### src/logic/fchp_pkg.sv
`default_nettype none
package fchp_pkg;

    // card personality, chosen at setup
    typedef enum logic [1:0] {
        FCHP_MODE_MEM,
        FCHP_MODE_IO,
        FCHP_MODE_ATA
    } fchp_mode_e;

    // lane selection decoded from the enables and address line zero
    typedef enum logic [2:0] {
        FCHP_XFER_NONE,
        FCHP_XFER_WORD,
        FCHP_XFER_EVEN,
        FCHP_XFER_ODD_LO,
        FCHP_XFER_ODD_HI
    } fchp_xfer_e;

    // target space of an access
    typedef enum logic [2:0] {
        FCHP_TGT_NONE,
        FCHP_TGT_ATTR,
        FCHP_TGT_TASK,
        FCHP_TGT_IO,
        FCHP_TGT_ATA_CMD,
        FCHP_TGT_ATA_CTL
    } fchp_tgt_e;

    localparam int FCHP_ADDR_W     = 11;
    localparam int FCHP_ATA_ADDR_W = 3;
    localparam int FCHP_SYNC_LEN   = 3;

    // reset values
    localparam logic        FCHP_RST_MASTER = 1'b1;
    localparam logic [1:0]  FCHP_RST_MODE   = 2'h0;

endpackage : fchp_pkg
`default_nettype wire

### src/logic/fchp_sync.sv
`timescale 1ns/10ps
`default_nettype none
// three-stage input filter: stage one only feeds stage two
module fchp_sync #(
    parameter int W = 1
) (
    input  wire logic         clk_i,
    input  wire logic         srst_i,
    input  wire logic [W-1:0] async_i,
    input  wire logic [W-1:0] rst_val_i,
    output logic      [W-1:0] sync_o
);
    logic [W-1:0] s1_q;
    logic [W-1:0] s2_q;
    logic [W-1:0] s3_q;
    logic [W-1:0] out_q;

    // plain shift chain; reset loads the idle levels of the pins
    always_ff @(posedge clk_i) begin
        if (srst_i) begin
            s1_q <= rst_val_i;
            s2_q <= rst_val_i;
            s3_q <= rst_val_i;
        end else begin
            s1_q <= async_i;
            s2_q <= s1_q;
            s3_q <= s2_q;
        end
    end

    // a bit moves only once stages two and three agree
    always_ff @(posedge clk_i) begin
        if (srst_i) begin
            out_q <= rst_val_i;
        end else begin
            for (int i = 0; i < W; i++) begin
                if (s2_q[i] == s3_q[i]) begin
                    out_q[i] <= s3_q[i];
                end
            end
        end
    end

    // caller ties rst_val_i to the idle map, so no false edge follows reset
    assign sync_o = out_q;

endmodule // fchp_sync
`default_nettype wire

### src/logic/fchp_pins.sv
`timescale 1ns/10ps
`default_nettype none
// Behaviour
// memory and I/O modes decode the full eleven-bit address, A10 msb.
// ATA mode decodes only the low three address lines; host grounds others.
// memory mode drives both battery status lines high.
// I/O mode holds the speaker output high.
// I/O mode reports configuration status change on the status-change line.
// ATA mode uses pass-diagnostic and drive-active/slave-present lines.
// both card-detect outputs sit at ground in every mode.
// card enables are active low; they with A0 pick byte, word or odd.
// ATA: enable two selects control registers, enable one the rest.
// ATA: cable select grounded means master, open means slave.
// memory mode ignores cable select and I/O read.
// I/O mode drives input acknowledge low during a selected I/O read.
// host leaves input acknowledge open in memory and ATA modes.
// I/O read strobes task-file reads, ignored until mode set up.
// I/O write strobes task-file writes, ignored until mode set up.
// memory mode: register select high is task file, low attribute.
// host grounds the ATA select pin to enter ATA mode.
// both enables word; enable one byte by A0; enable two odd high.
module fchp_pins
    import fchp_pkg::*;
(
    input  wire logic                   clk_i,
    input  wire logic                   srst_i,
    // host pins, all asynchronous to clk_i
    input  wire logic [FCHP_ADDR_W-1:0] addr_i,
    input  wire logic                   ce1_n_i,
    input  wire logic                   ce2_n_i,
    input  wire logic                   reg_n_i,
    input  wire logic                   iord_n_i,
    input  wire logic                   iowr_n_i,
    input  wire logic                   atasel_n_i,
    input  wire logic                   csel_n_i,
    // configuration from the card's own logic
    input  wire logic                   io_cfg_i,
    input  wire logic                   setup_done_i,
    input  wire logic                   stat_chg_i,
    input  wire logic                   diag_pass_i,
    input  wire logic                   drive_active_i,
    // pin side
    output logic                        cd1_n_o,
    output logic                        cd2_n_o,
    output logic                        inpack_n_o,
    output logic                        inpack_oe_o,
    output logic                        bvd1_o,
    output logic                        bvd1_oe_o,
    output logic                        bvd2_o,
    output logic                        bvd2_oe_o,
    // card side
    output fchp_mode_e                  mode_o,
    output logic                        master_o,
    output fchp_xfer_e                  xfer_o,
    output fchp_tgt_e                   tgt_o,
    output logic [FCHP_ADDR_W-1:0]      dec_addr_o,
    output logic                        rd_stb_o,
    output logic                        wr_stb_o
);

    localparam int NPIN = FCHP_ADDR_W + 7;

    logic [NPIN-1:0]        pin_s;
    logic [FCHP_ADDR_W-1:0] a_s;
    logic                   ce1_s;
    logic                   ce2_s;
    logic                   reg_s;
    logic                   iord_s;
    logic                   iowr_s;
    logic                   atasel_s;
    logic                   csel_s;
    logic                   iord_d1_q;
    logic                   iowr_d1_q;
    fchp_mode_e             mode_q;
    logic                   master_q;
    fchp_xfer_e             xfer_q;
    fchp_tgt_e              tgt_q;
    logic [FCHP_ADDR_W-1:0] dec_addr_q;
    logic                   rd_stb_q;
    logic                   wr_stb_q;
    logic                   inpack_q;
    logic                   stschg_q;
    logic                   bvd1_q;
    logic                   bvd2_q;
    logic                   io_ok;

    // lane decode, used for every mode
    function automatic fchp_xfer_e lane_dec(input logic ce1_n, input logic ce2_n,
                                            input logic a0);
        if (!ce1_n && !ce2_n) begin
            return FCHP_XFER_WORD;
        end else if (!ce1_n) begin
            return a0 ? FCHP_XFER_ODD_LO : FCHP_XFER_EVEN;
        end else if (!ce2_n) begin
            return FCHP_XFER_ODD_HI;
        end
        return FCHP_XFER_NONE;
    endfunction

    // all host pins pass the three-stage filter
    fchp_sync #(.W(NPIN)) u_sync (
        .clk_i     (clk_i),
        .srst_i    (srst_i),
        .async_i   ({addr_i, ce1_n_i, ce2_n_i, reg_n_i, iord_n_i, iowr_n_i,
                     atasel_n_i, csel_n_i}),
        .rst_val_i ({NPIN{1'b1}}),
        .sync_o    (pin_s)
    );

    assign a_s      = pin_s[NPIN-1:7];
    assign ce1_s    = pin_s[6];
    assign ce2_s    = pin_s[5];
    assign reg_s    = pin_s[4];
    assign iord_s   = pin_s[3];
    assign iowr_s   = pin_s[2];
    assign atasel_s = pin_s[1];
    assign csel_s   = pin_s[0];

    // strobes only count once the mode is set up
    assign io_ok = setup_done_i && (mode_q != FCHP_MODE_MEM);

    // mode follows the ATA select pin and the card's configuration
    always_ff @(posedge clk_i) begin
        if (srst_i) begin
            mode_q <= fchp_mode_e'(FCHP_RST_MODE);
        end else if (!atasel_s) begin
            mode_q <= FCHP_MODE_ATA;
        end else begin
            mode_q <= io_cfg_i ? FCHP_MODE_IO : FCHP_MODE_MEM;
        end
    end

    // master/slave only sampled in ATA mode; memory mode keeps old value
    always_ff @(posedge clk_i) begin
        if (srst_i) begin
            master_q <= FCHP_RST_MASTER;
        end else if (mode_q == FCHP_MODE_ATA) begin
            master_q <= !csel_s;
        end
    end

    // address and target decode
    always_ff @(posedge clk_i) begin
        if (srst_i) begin
            xfer_q     <= FCHP_XFER_NONE;
            tgt_q      <= FCHP_TGT_NONE;
            dec_addr_q <= '0;
        end else begin
            xfer_q <= lane_dec(ce1_s, ce2_s, a_s[0]);
            if (mode_q == FCHP_MODE_ATA) begin
                dec_addr_q <= {{(FCHP_ADDR_W-FCHP_ATA_ADDR_W){1'b0}},
                               a_s[FCHP_ATA_ADDR_W-1:0]};
                if (!ce2_s) begin
                    tgt_q <= FCHP_TGT_ATA_CTL;
                end else if (!ce1_s) begin
                    tgt_q <= FCHP_TGT_ATA_CMD;
                end else begin
                    tgt_q <= FCHP_TGT_NONE;
                end
            end else begin
                dec_addr_q <= a_s;
                if (ce1_s && ce2_s) begin
                    tgt_q <= FCHP_TGT_NONE;
                end else if (mode_q == FCHP_MODE_IO) begin
                    tgt_q <= reg_s ? FCHP_TGT_NONE : FCHP_TGT_IO;
                end else begin
                    tgt_q <= reg_s ? FCHP_TGT_TASK : FCHP_TGT_ATTR;
                end
            end
        end
    end

    // one-cycle strobes on the falling edge of the filtered pins
    always_ff @(posedge clk_i) begin
        if (srst_i) begin
            iord_d1_q <= 1'b1;
            iowr_d1_q <= 1'b1;
            rd_stb_q  <= 1'b0;
            wr_stb_q  <= 1'b0;
        end else begin
            iord_d1_q <= iord_s;
            iowr_d1_q <= iowr_s;
            rd_stb_q  <= io_ok && iord_d1_q && !iord_s && !(ce1_s && ce2_s);
            wr_stb_q  <= io_ok && iowr_d1_q && !iowr_s && !(ce1_s && ce2_s);
        end
    end

    // input acknowledge follows a selected I/O read
    always_ff @(posedge clk_i) begin
        if (srst_i) begin
            inpack_q <= 1'b0;
        end else begin
            inpack_q <= (mode_q == FCHP_MODE_IO) && setup_done_i
                        && !(ce1_s && ce2_s) && !reg_s && !iord_s;
        end
    end

    // shared status pins: levels per mode
    always_ff @(posedge clk_i) begin
        if (srst_i) begin
            bvd1_q   <= 1'b1;
            bvd2_q   <= 1'b1;
            stschg_q <= 1'b0;
        end else begin
            stschg_q <= stat_chg_i;
            unique case (mode_q)
                FCHP_MODE_MEM: begin
                    bvd1_q <= 1'b1;
                    bvd2_q <= 1'b1;
                end
                FCHP_MODE_IO: begin
                    bvd1_q <= !stat_chg_i;
                    bvd2_q <= 1'b1;
                end
                FCHP_MODE_ATA: begin
                    bvd1_q <= !diag_pass_i;
                    bvd2_q <= !drive_active_i;
                end
                default: begin
                    bvd1_q <= 1'b1;
                    bvd2_q <= 1'b1;
                end
            endcase
        end
    end

    // card detect strapped low regardless of mode
    assign cd1_n_o = 1'b0;
    assign cd2_n_o = 1'b0;

    // acknowledge only driven in I/O mode; the host leaves it open otherwise
    assign inpack_n_o  = !inpack_q;
    assign inpack_oe_o = (mode_q == FCHP_MODE_IO);
    assign bvd1_o      = bvd1_q;
    assign bvd1_oe_o   = 1'b1;
    assign bvd2_o      = bvd2_q;
    assign bvd2_oe_o   = 1'b1;
    assign mode_o      = mode_q;
    assign master_o    = master_q;
    assign xfer_o      = xfer_q;
    assign tgt_o       = tgt_q;
    assign dec_addr_o  = dec_addr_q;
    assign rd_stb_o    = rd_stb_q;
    assign wr_stb_o    = wr_stb_q;

    a_mem_bvd_high: assert property (@(posedge clk_i) disable iff (srst_i)
        $past(mode_q) == FCHP_MODE_MEM && mode_q == FCHP_MODE_MEM |-> bvd1_o && bvd2_o)
        else $error("battery status not high in memory mode");
    a_io_spkr_high: assert property (@(posedge clk_i) disable iff (srst_i)
        $past(mode_q) == FCHP_MODE_IO && mode_q == FCHP_MODE_IO |-> bvd2_o)
        else $error("speaker line not high in io mode");
    a_io_stschg: assert property (@(posedge clk_i) disable iff (srst_i)
        mode_q == FCHP_MODE_IO |=> (mode_q != FCHP_MODE_IO) || (bvd1_o == !stschg_q))
        else $error("status change not reported");
    a_ata_diag: assert property (@(posedge clk_i) disable iff (srst_i)
        mode_q == FCHP_MODE_ATA && diag_pass_i |=> mode_q != FCHP_MODE_ATA || !bvd1_o)
        else $error("diagnostic line not asserted");
    a_card_detect: assert property (@(posedge clk_i) !cd1_n_o && !cd2_n_o)
        else $error("card detect not grounded");
    a_word_lane: assert property (@(posedge clk_i) disable iff (srst_i)
        !ce1_s && !ce2_s |=> xfer_o == FCHP_XFER_WORD)
        else $error("word access not decoded");
    a_ata_ctl_sel: assert property (@(posedge clk_i) disable iff (srst_i)
        mode_q == FCHP_MODE_ATA && !ce2_s |=> tgt_o == FCHP_TGT_ATA_CTL)
        else $error("control register not selected");
    a_ata_addr_cut: assert property (@(posedge clk_i) disable iff (srst_i)
        mode_q == FCHP_MODE_ATA |=> dec_addr_o[FCHP_ADDR_W-1:FCHP_ATA_ADDR_W] == '0)
        else $error("high address lines decoded in ata mode");
    a_ata_master: assert property (@(posedge clk_i) disable iff (srst_i)
        mode_q == FCHP_MODE_ATA |=> master_o == !$past(csel_s))
        else $error("master/slave wrong");
    a_mem_no_strobe: assert property (@(posedge clk_i) disable iff (srst_i)
        mode_q == FCHP_MODE_MEM || !setup_done_i |=> !rd_stb_o && !wr_stb_o)
        else $error("strobe before setup or in memory mode");
    a_mem_reg_sel: assert property (@(posedge clk_i) disable iff (srst_i)
        mode_q == FCHP_MODE_MEM && !ce1_s && !reg_s |=> tgt_o == FCHP_TGT_ATTR)
        else $error("attribute space not selected");
    a_inpack_ack: assert property (@(posedge clk_i) disable iff (srst_i)
        mode_q == FCHP_MODE_IO && setup_done_i && !ce1_s && !reg_s && !iord_s
        |=> !inpack_n_o)
        else $error("input acknowledge missing");
    a_full_addr: assert property (@(posedge clk_i) disable iff (srst_i)
        mode_q != FCHP_MODE_ATA |=> dec_addr_o == $past(a_s))
        else $error("address not passed whole");

    c_io_read: cover property (@(posedge clk_i) disable iff (srst_i) rd_stb_o && !inpack_n_o);
    c_ata_write: cover property (@(posedge clk_i) disable iff (srst_i)
        wr_stb_o && mode_q == FCHP_MODE_ATA);
    c_odd_hi: cover property (@(posedge clk_i) disable iff (srst_i) xfer_o == FCHP_XFER_ODD_HI);
    c_slave: cover property (@(posedge clk_i) disable iff (srst_i)
        mode_q == FCHP_MODE_ATA && !master_o);

endmodule // fchp_pins
`default_nettype wire

### config.mk
export PLATFORM = sky130hd
export DESIGN_NAME = fchp_pins
export DESIGN_NICKNAME = d
export VERILOG_FILES = /design/src/logic/fchp_pkg.sv /design/src/logic/fchp_sync.sv /design/src/logic/fchp_pins.sv
export SDC_FILE = /design/constraint.sdc
export NUM_CORES = 1
export LEC_CHECK = 0
export BUFFER_PORTS_ARGS = -buffer_cell sky130_fd_sc_hd__clkbuf_2
export CAP_MARGIN = 20
export CORE_ASPECT_RATIO = 1.2
export CORE_UTILIZATION = 35
export DETAILED_ROUTE_END_ITERATION = 12
export PLACE_DENSITY = 0.53
export SLEW_MARGIN = 15
export SYNTH_ARGS = -nofsm -noshare
export SYNTH_HDL_FRONTEND = slang
export SYNTH_SLANG_ARGS = --single-unit
### constraint.sdc
create_clock -name clk_i -period 1.3 [get_ports clk_i]
set_input_delay 0.065 -clock clk_i [delete_from_list [all_inputs] [get_ports clk_i]]
set_output_delay 0.065 -clock clk_i [all_outputs]
set_load 0.005 [all_outputs]
==> impl_metrics.env <==
export IMPL_outcome="completed"
export IMPL_grt_first_pass_wirelength_um=7440
export IMPL_routed_wirelength_um=4460
export IMPL_cp_required_ps=1240
export IMPL_grt_usage_pct=10.9
export IMPL_start_kind="register"
export IMPL_synthXorXnorAreaFrac_pct=0.289
export IMPL_num_antenna_cells=0
export IMPL_fin_crit_sh_pct=93.7
export IMPL_ctsRootBufferMaster="clkbuf_8"
export IMPL_hold_viol=0
export IMPL_p_leak_uw=0.00158
export IMPL_dieArea_um2=9040
export IMPL_ys_ff_latch=99
export IMPL_grt_pass1_vias=1687
export IMPL_dr_pass1_iters=3
export IMPL_synth_top_family_by_area="simple AND/OR/NAND/NOR gates"
export IMPL_synthTopCellsByArea="dfxtp_1 65%, or2_2 12%, o21bai_1 4.5%"
export IMPL_portBuffers=50
export IMPL_crit_start="mode_o[1]"
export IMPL_io_pin_count=55
export IMPL_ant_nets=0
export IMPL_synth_top_cell_by_area="dfxtp_1"
export IMPL_nets=369
export IMPL_worstReg2RegEnd="master_o"
export IMPL_area_growth_pct=25.5
export IMPL_yosysWarningCount=0
export IMPL_grt_max_degree=90
export IMPL_finClkSkew_ps=6.66
export IMPL_cts_made_buffers=9
export IMPL_first_iter_violations=62
export IMPL_wl_per_cell_um=9.71
export IMPL_clkTransAtPathRegs_ps=90
export IMPL_hold_class="primary input to register"
export IMPL_power_total_uw=5540
export IMPL_place_congestion=0.681
export IMPL_yosys_area_share_adder_pct=1.24
export IMPL_fmax_ghz=0.821
export IMPL_cap_violations=0
export IMPL_row_count=36
export IMPL_vias=1883
export IMPL_overflow=0
export IMPL_rr_startpoint="mode_o[0]"
export IMPL_worst_skew_pair_late_latency_ps=350
export IMPL_syn_area_um2=3030
export IMPL_cts_buffer_depth=2
export IMPL_dpl_hpwl_um=2630
export IMPL_power_density_nw_per_um2=1460
export IMPL_syn_avg_cell_area_um2=11.3
export IMPL_post_route_drc_count=0
export IMPL_antenna_found_initial=0
export IMPL_end_kind="output port"
export IMPL_worstSetupEndpoint="inpack_oe_o"
export IMPL_peakVddDrop_uv=548
export IMPL_r2r_cells=4
export IMPL_tns_ps=0
export IMPL_synth_simple_area_share_pct=20.3
export IMPL_setup_viol=0
export IMPL_critPathArrivalTime_ps=1150
export IMPL_start_util_pct=36.8
export IMPL_cts_setup_buffers=0
export IMPL_cts_tree="done"
export IMPL_vias_per_cell=4.10
export IMPL_muxShareOfSynthArea_pct=0
export IMPL_reg2reg_slack_ps=120
export IMPL_rsz0062_at_grt="no"
export IMPL_ys_types=30
export IMPL_coreArea_um2=8240
export IMPL_critPathKind="register to output port"
export IMPL_die_h_um=104
export IMPL_hp_start="stat_chg_i"
export IMPL_path_max_fanout=4
export IMPL_syn_inst=269
export IMPL_die_w_um=87.0
export IMPL_fin_crit_ps=1220
export IMPL_htree_levels=3
export IMPL_seq_area_frac_synth_pct=65.4
export IMPL_drive_gt1_share_pct=36.5
export IMPL_cts_sinks=99
export IMPL_slew_violations=0
export IMPL_synth_top_area_share_pct=65.4
export IMPL_synth_compound_area_share_pct=8.96
[layout make-up]
class,instances,area (um^2)
timing repair buffer,73,490
tap,114,143
inverter,4,15.0
clock buffer,10,138
fill,778,4440
sequential,99,1980
clock inverter,5,85.1
multi-input combinational,154,952
[Yosys cell counts, drive strengths merged]
| library cell | instances |
|---|---|
| or2 | 57 |
| and2 | 9 |
| nand3b | 1 |
| ha | 3 |
| a211oi | 1 |
| conb | 2 |
| o21a | 1 |
| a21o | 1 |
| nor3b | 2 |
| nand2 | 1 |
| buf | 7 |
| o21bai | 18 |
| nand2b | 2 |
| a21oi | 19 |
| a2111oi | 1 |
| xnor2 | 1 |
| nor2 | 24 |
| dfxtp | 99 |
| nand4b | 1 |
| and4 | 3 |
| nor2b | 3 |
| clkbuf | 7 |
| inv | 4 |
| and3b | 1 |
| nor3 | 1 |
[layer usage]
| metal | vias up | GRT usage, % | routed length, um |
|---|---|---|---|
| met5 | - | 0 | 0 |
| met3 | 8 | 4.84 | 246 |
| met4 | 0 | 6.43 | 103 |
| met2 | 46 | 17.3 | 2010 |
| met1 | 834 | 11.9 | 2100 |
| li1 | 995 | - | - |
[cells in the final DEF, fill, tap and decap left out]
| cell | count |
|---|---|
| a21oi_1 | 18 |
| o21a_1 | 1 |
| and4_1 | 3 |
| conb_1 | 4 |
| a21o_1 | 1 |
| dfxtp_1 | 99 |
| nor2_1 | 23 |
| bufinv_16 | 2 |
| nand2b_1 | 2 |
| nand2_1 | 1 |
| clkinv_4 | 1 |
| or2_2 | 56 |
| a211oi_1 | 1 |
| clkbuf_2 | 50 |
| a2111oi_2 | 1 |
| and3b_1 | 1 |
| ha_1 | 2 |
| inv_1 | 4 |
| nor2_4 | 1 |
| nor3_1 | 1 |
| nand3b_1 | 1 |
| ha_2 | 1 |
| clkbuf_8 | 10 |
| or2_0 | 1 |
| buf_12 | 1 |
| a21oi_2 | 1 |
| nand4b_1 | 1 |
| dlygate4sd3_1 | 22 |
| o21bai_1 | 18 |
| nor2b_1 | 3 |
| and2_1 | 9 |
| nor3b_1 | 2 |
| clkinvlp_4 | 1 |
| xnor2_1 | 1 |
| inv_6 | 1 |
[stage by stage]
step	worst slack, ps	area (um^2)	util, %	instances	hold slack [ps]
2_1_floorplan	99.5	3040	-	271	148
3_3_place_gp	67.1	3360	40.8	422	242
3_5_place_dp	15.9	3360	40.8	422	247
4_1_cts	0.469	3800	46.1	459	0.311
5_1_grt	5.88	3800	46.2	459	46.7
6_report	82.5	3800	46.2	459	20.5
[sequential cells by signal, summed over array words and instances, names as in the netlist, 2 cells and up]
signal / flops
tgt_o: 3
u_sync.s1_q: 18
mode_o: 2
dec_addr_o: 11
u_sync.sync_o: 18
u_sync.s3_q: 18
xfer_o: 3
u_sync.s2_q: 18
[how the worst min path moves through the flow]
| stage | end | slack [ps] | cells after the start |
|---|---|---|---|
| final | bvd1_o | 20 | 3 |
| after global routing | bvd1_o | 50 | 3 |
| after CTS | bvd1_o | 0.3 | 3 |
| after detailed placement | bvd2_o | 250 | 2 |
| after global placement | bvd2_o | 240 | 2 |
| after floorplan | bvd2_o | 150 | 1 |
[cell families after synthesis]
| family | count (synthesis) |
|---|---|
| AO/OA/AOI/OAI | 41 |
| XOR/XNOR | 1 |
| buffers and inverters | 18 |
| other | 2 |
| adder cells (fa/ha/maj) | 3 |
| flip-flops | 99 |
| AND/OR/NAND/NOR | 105 |
[power breakdown]
group	leakage, uW	switching, uW	internal (uW)
Combinational	0.000661	93.2	157
Sequential	0.000814	32.4	3120
Clock	0.000109	999	1140
[worst max-delay path: stages, from the launching register on]
cell and delay, ps:
dfxtp_1 370, inv_1 70, ha_1 230, clkbuf_2 130
[what timing repair did]
| item | in CTS | in global routing |
|---|---|---|
| endpoints found under the setup margin | 0 | 10 |
| hold buffers | 22 | 0 |
| gates resized for setup | 0 | 1 |
| endpoints found under the hold margin | 24 | 0 |
Note: power is estimated with default switching activity, not from simulation.
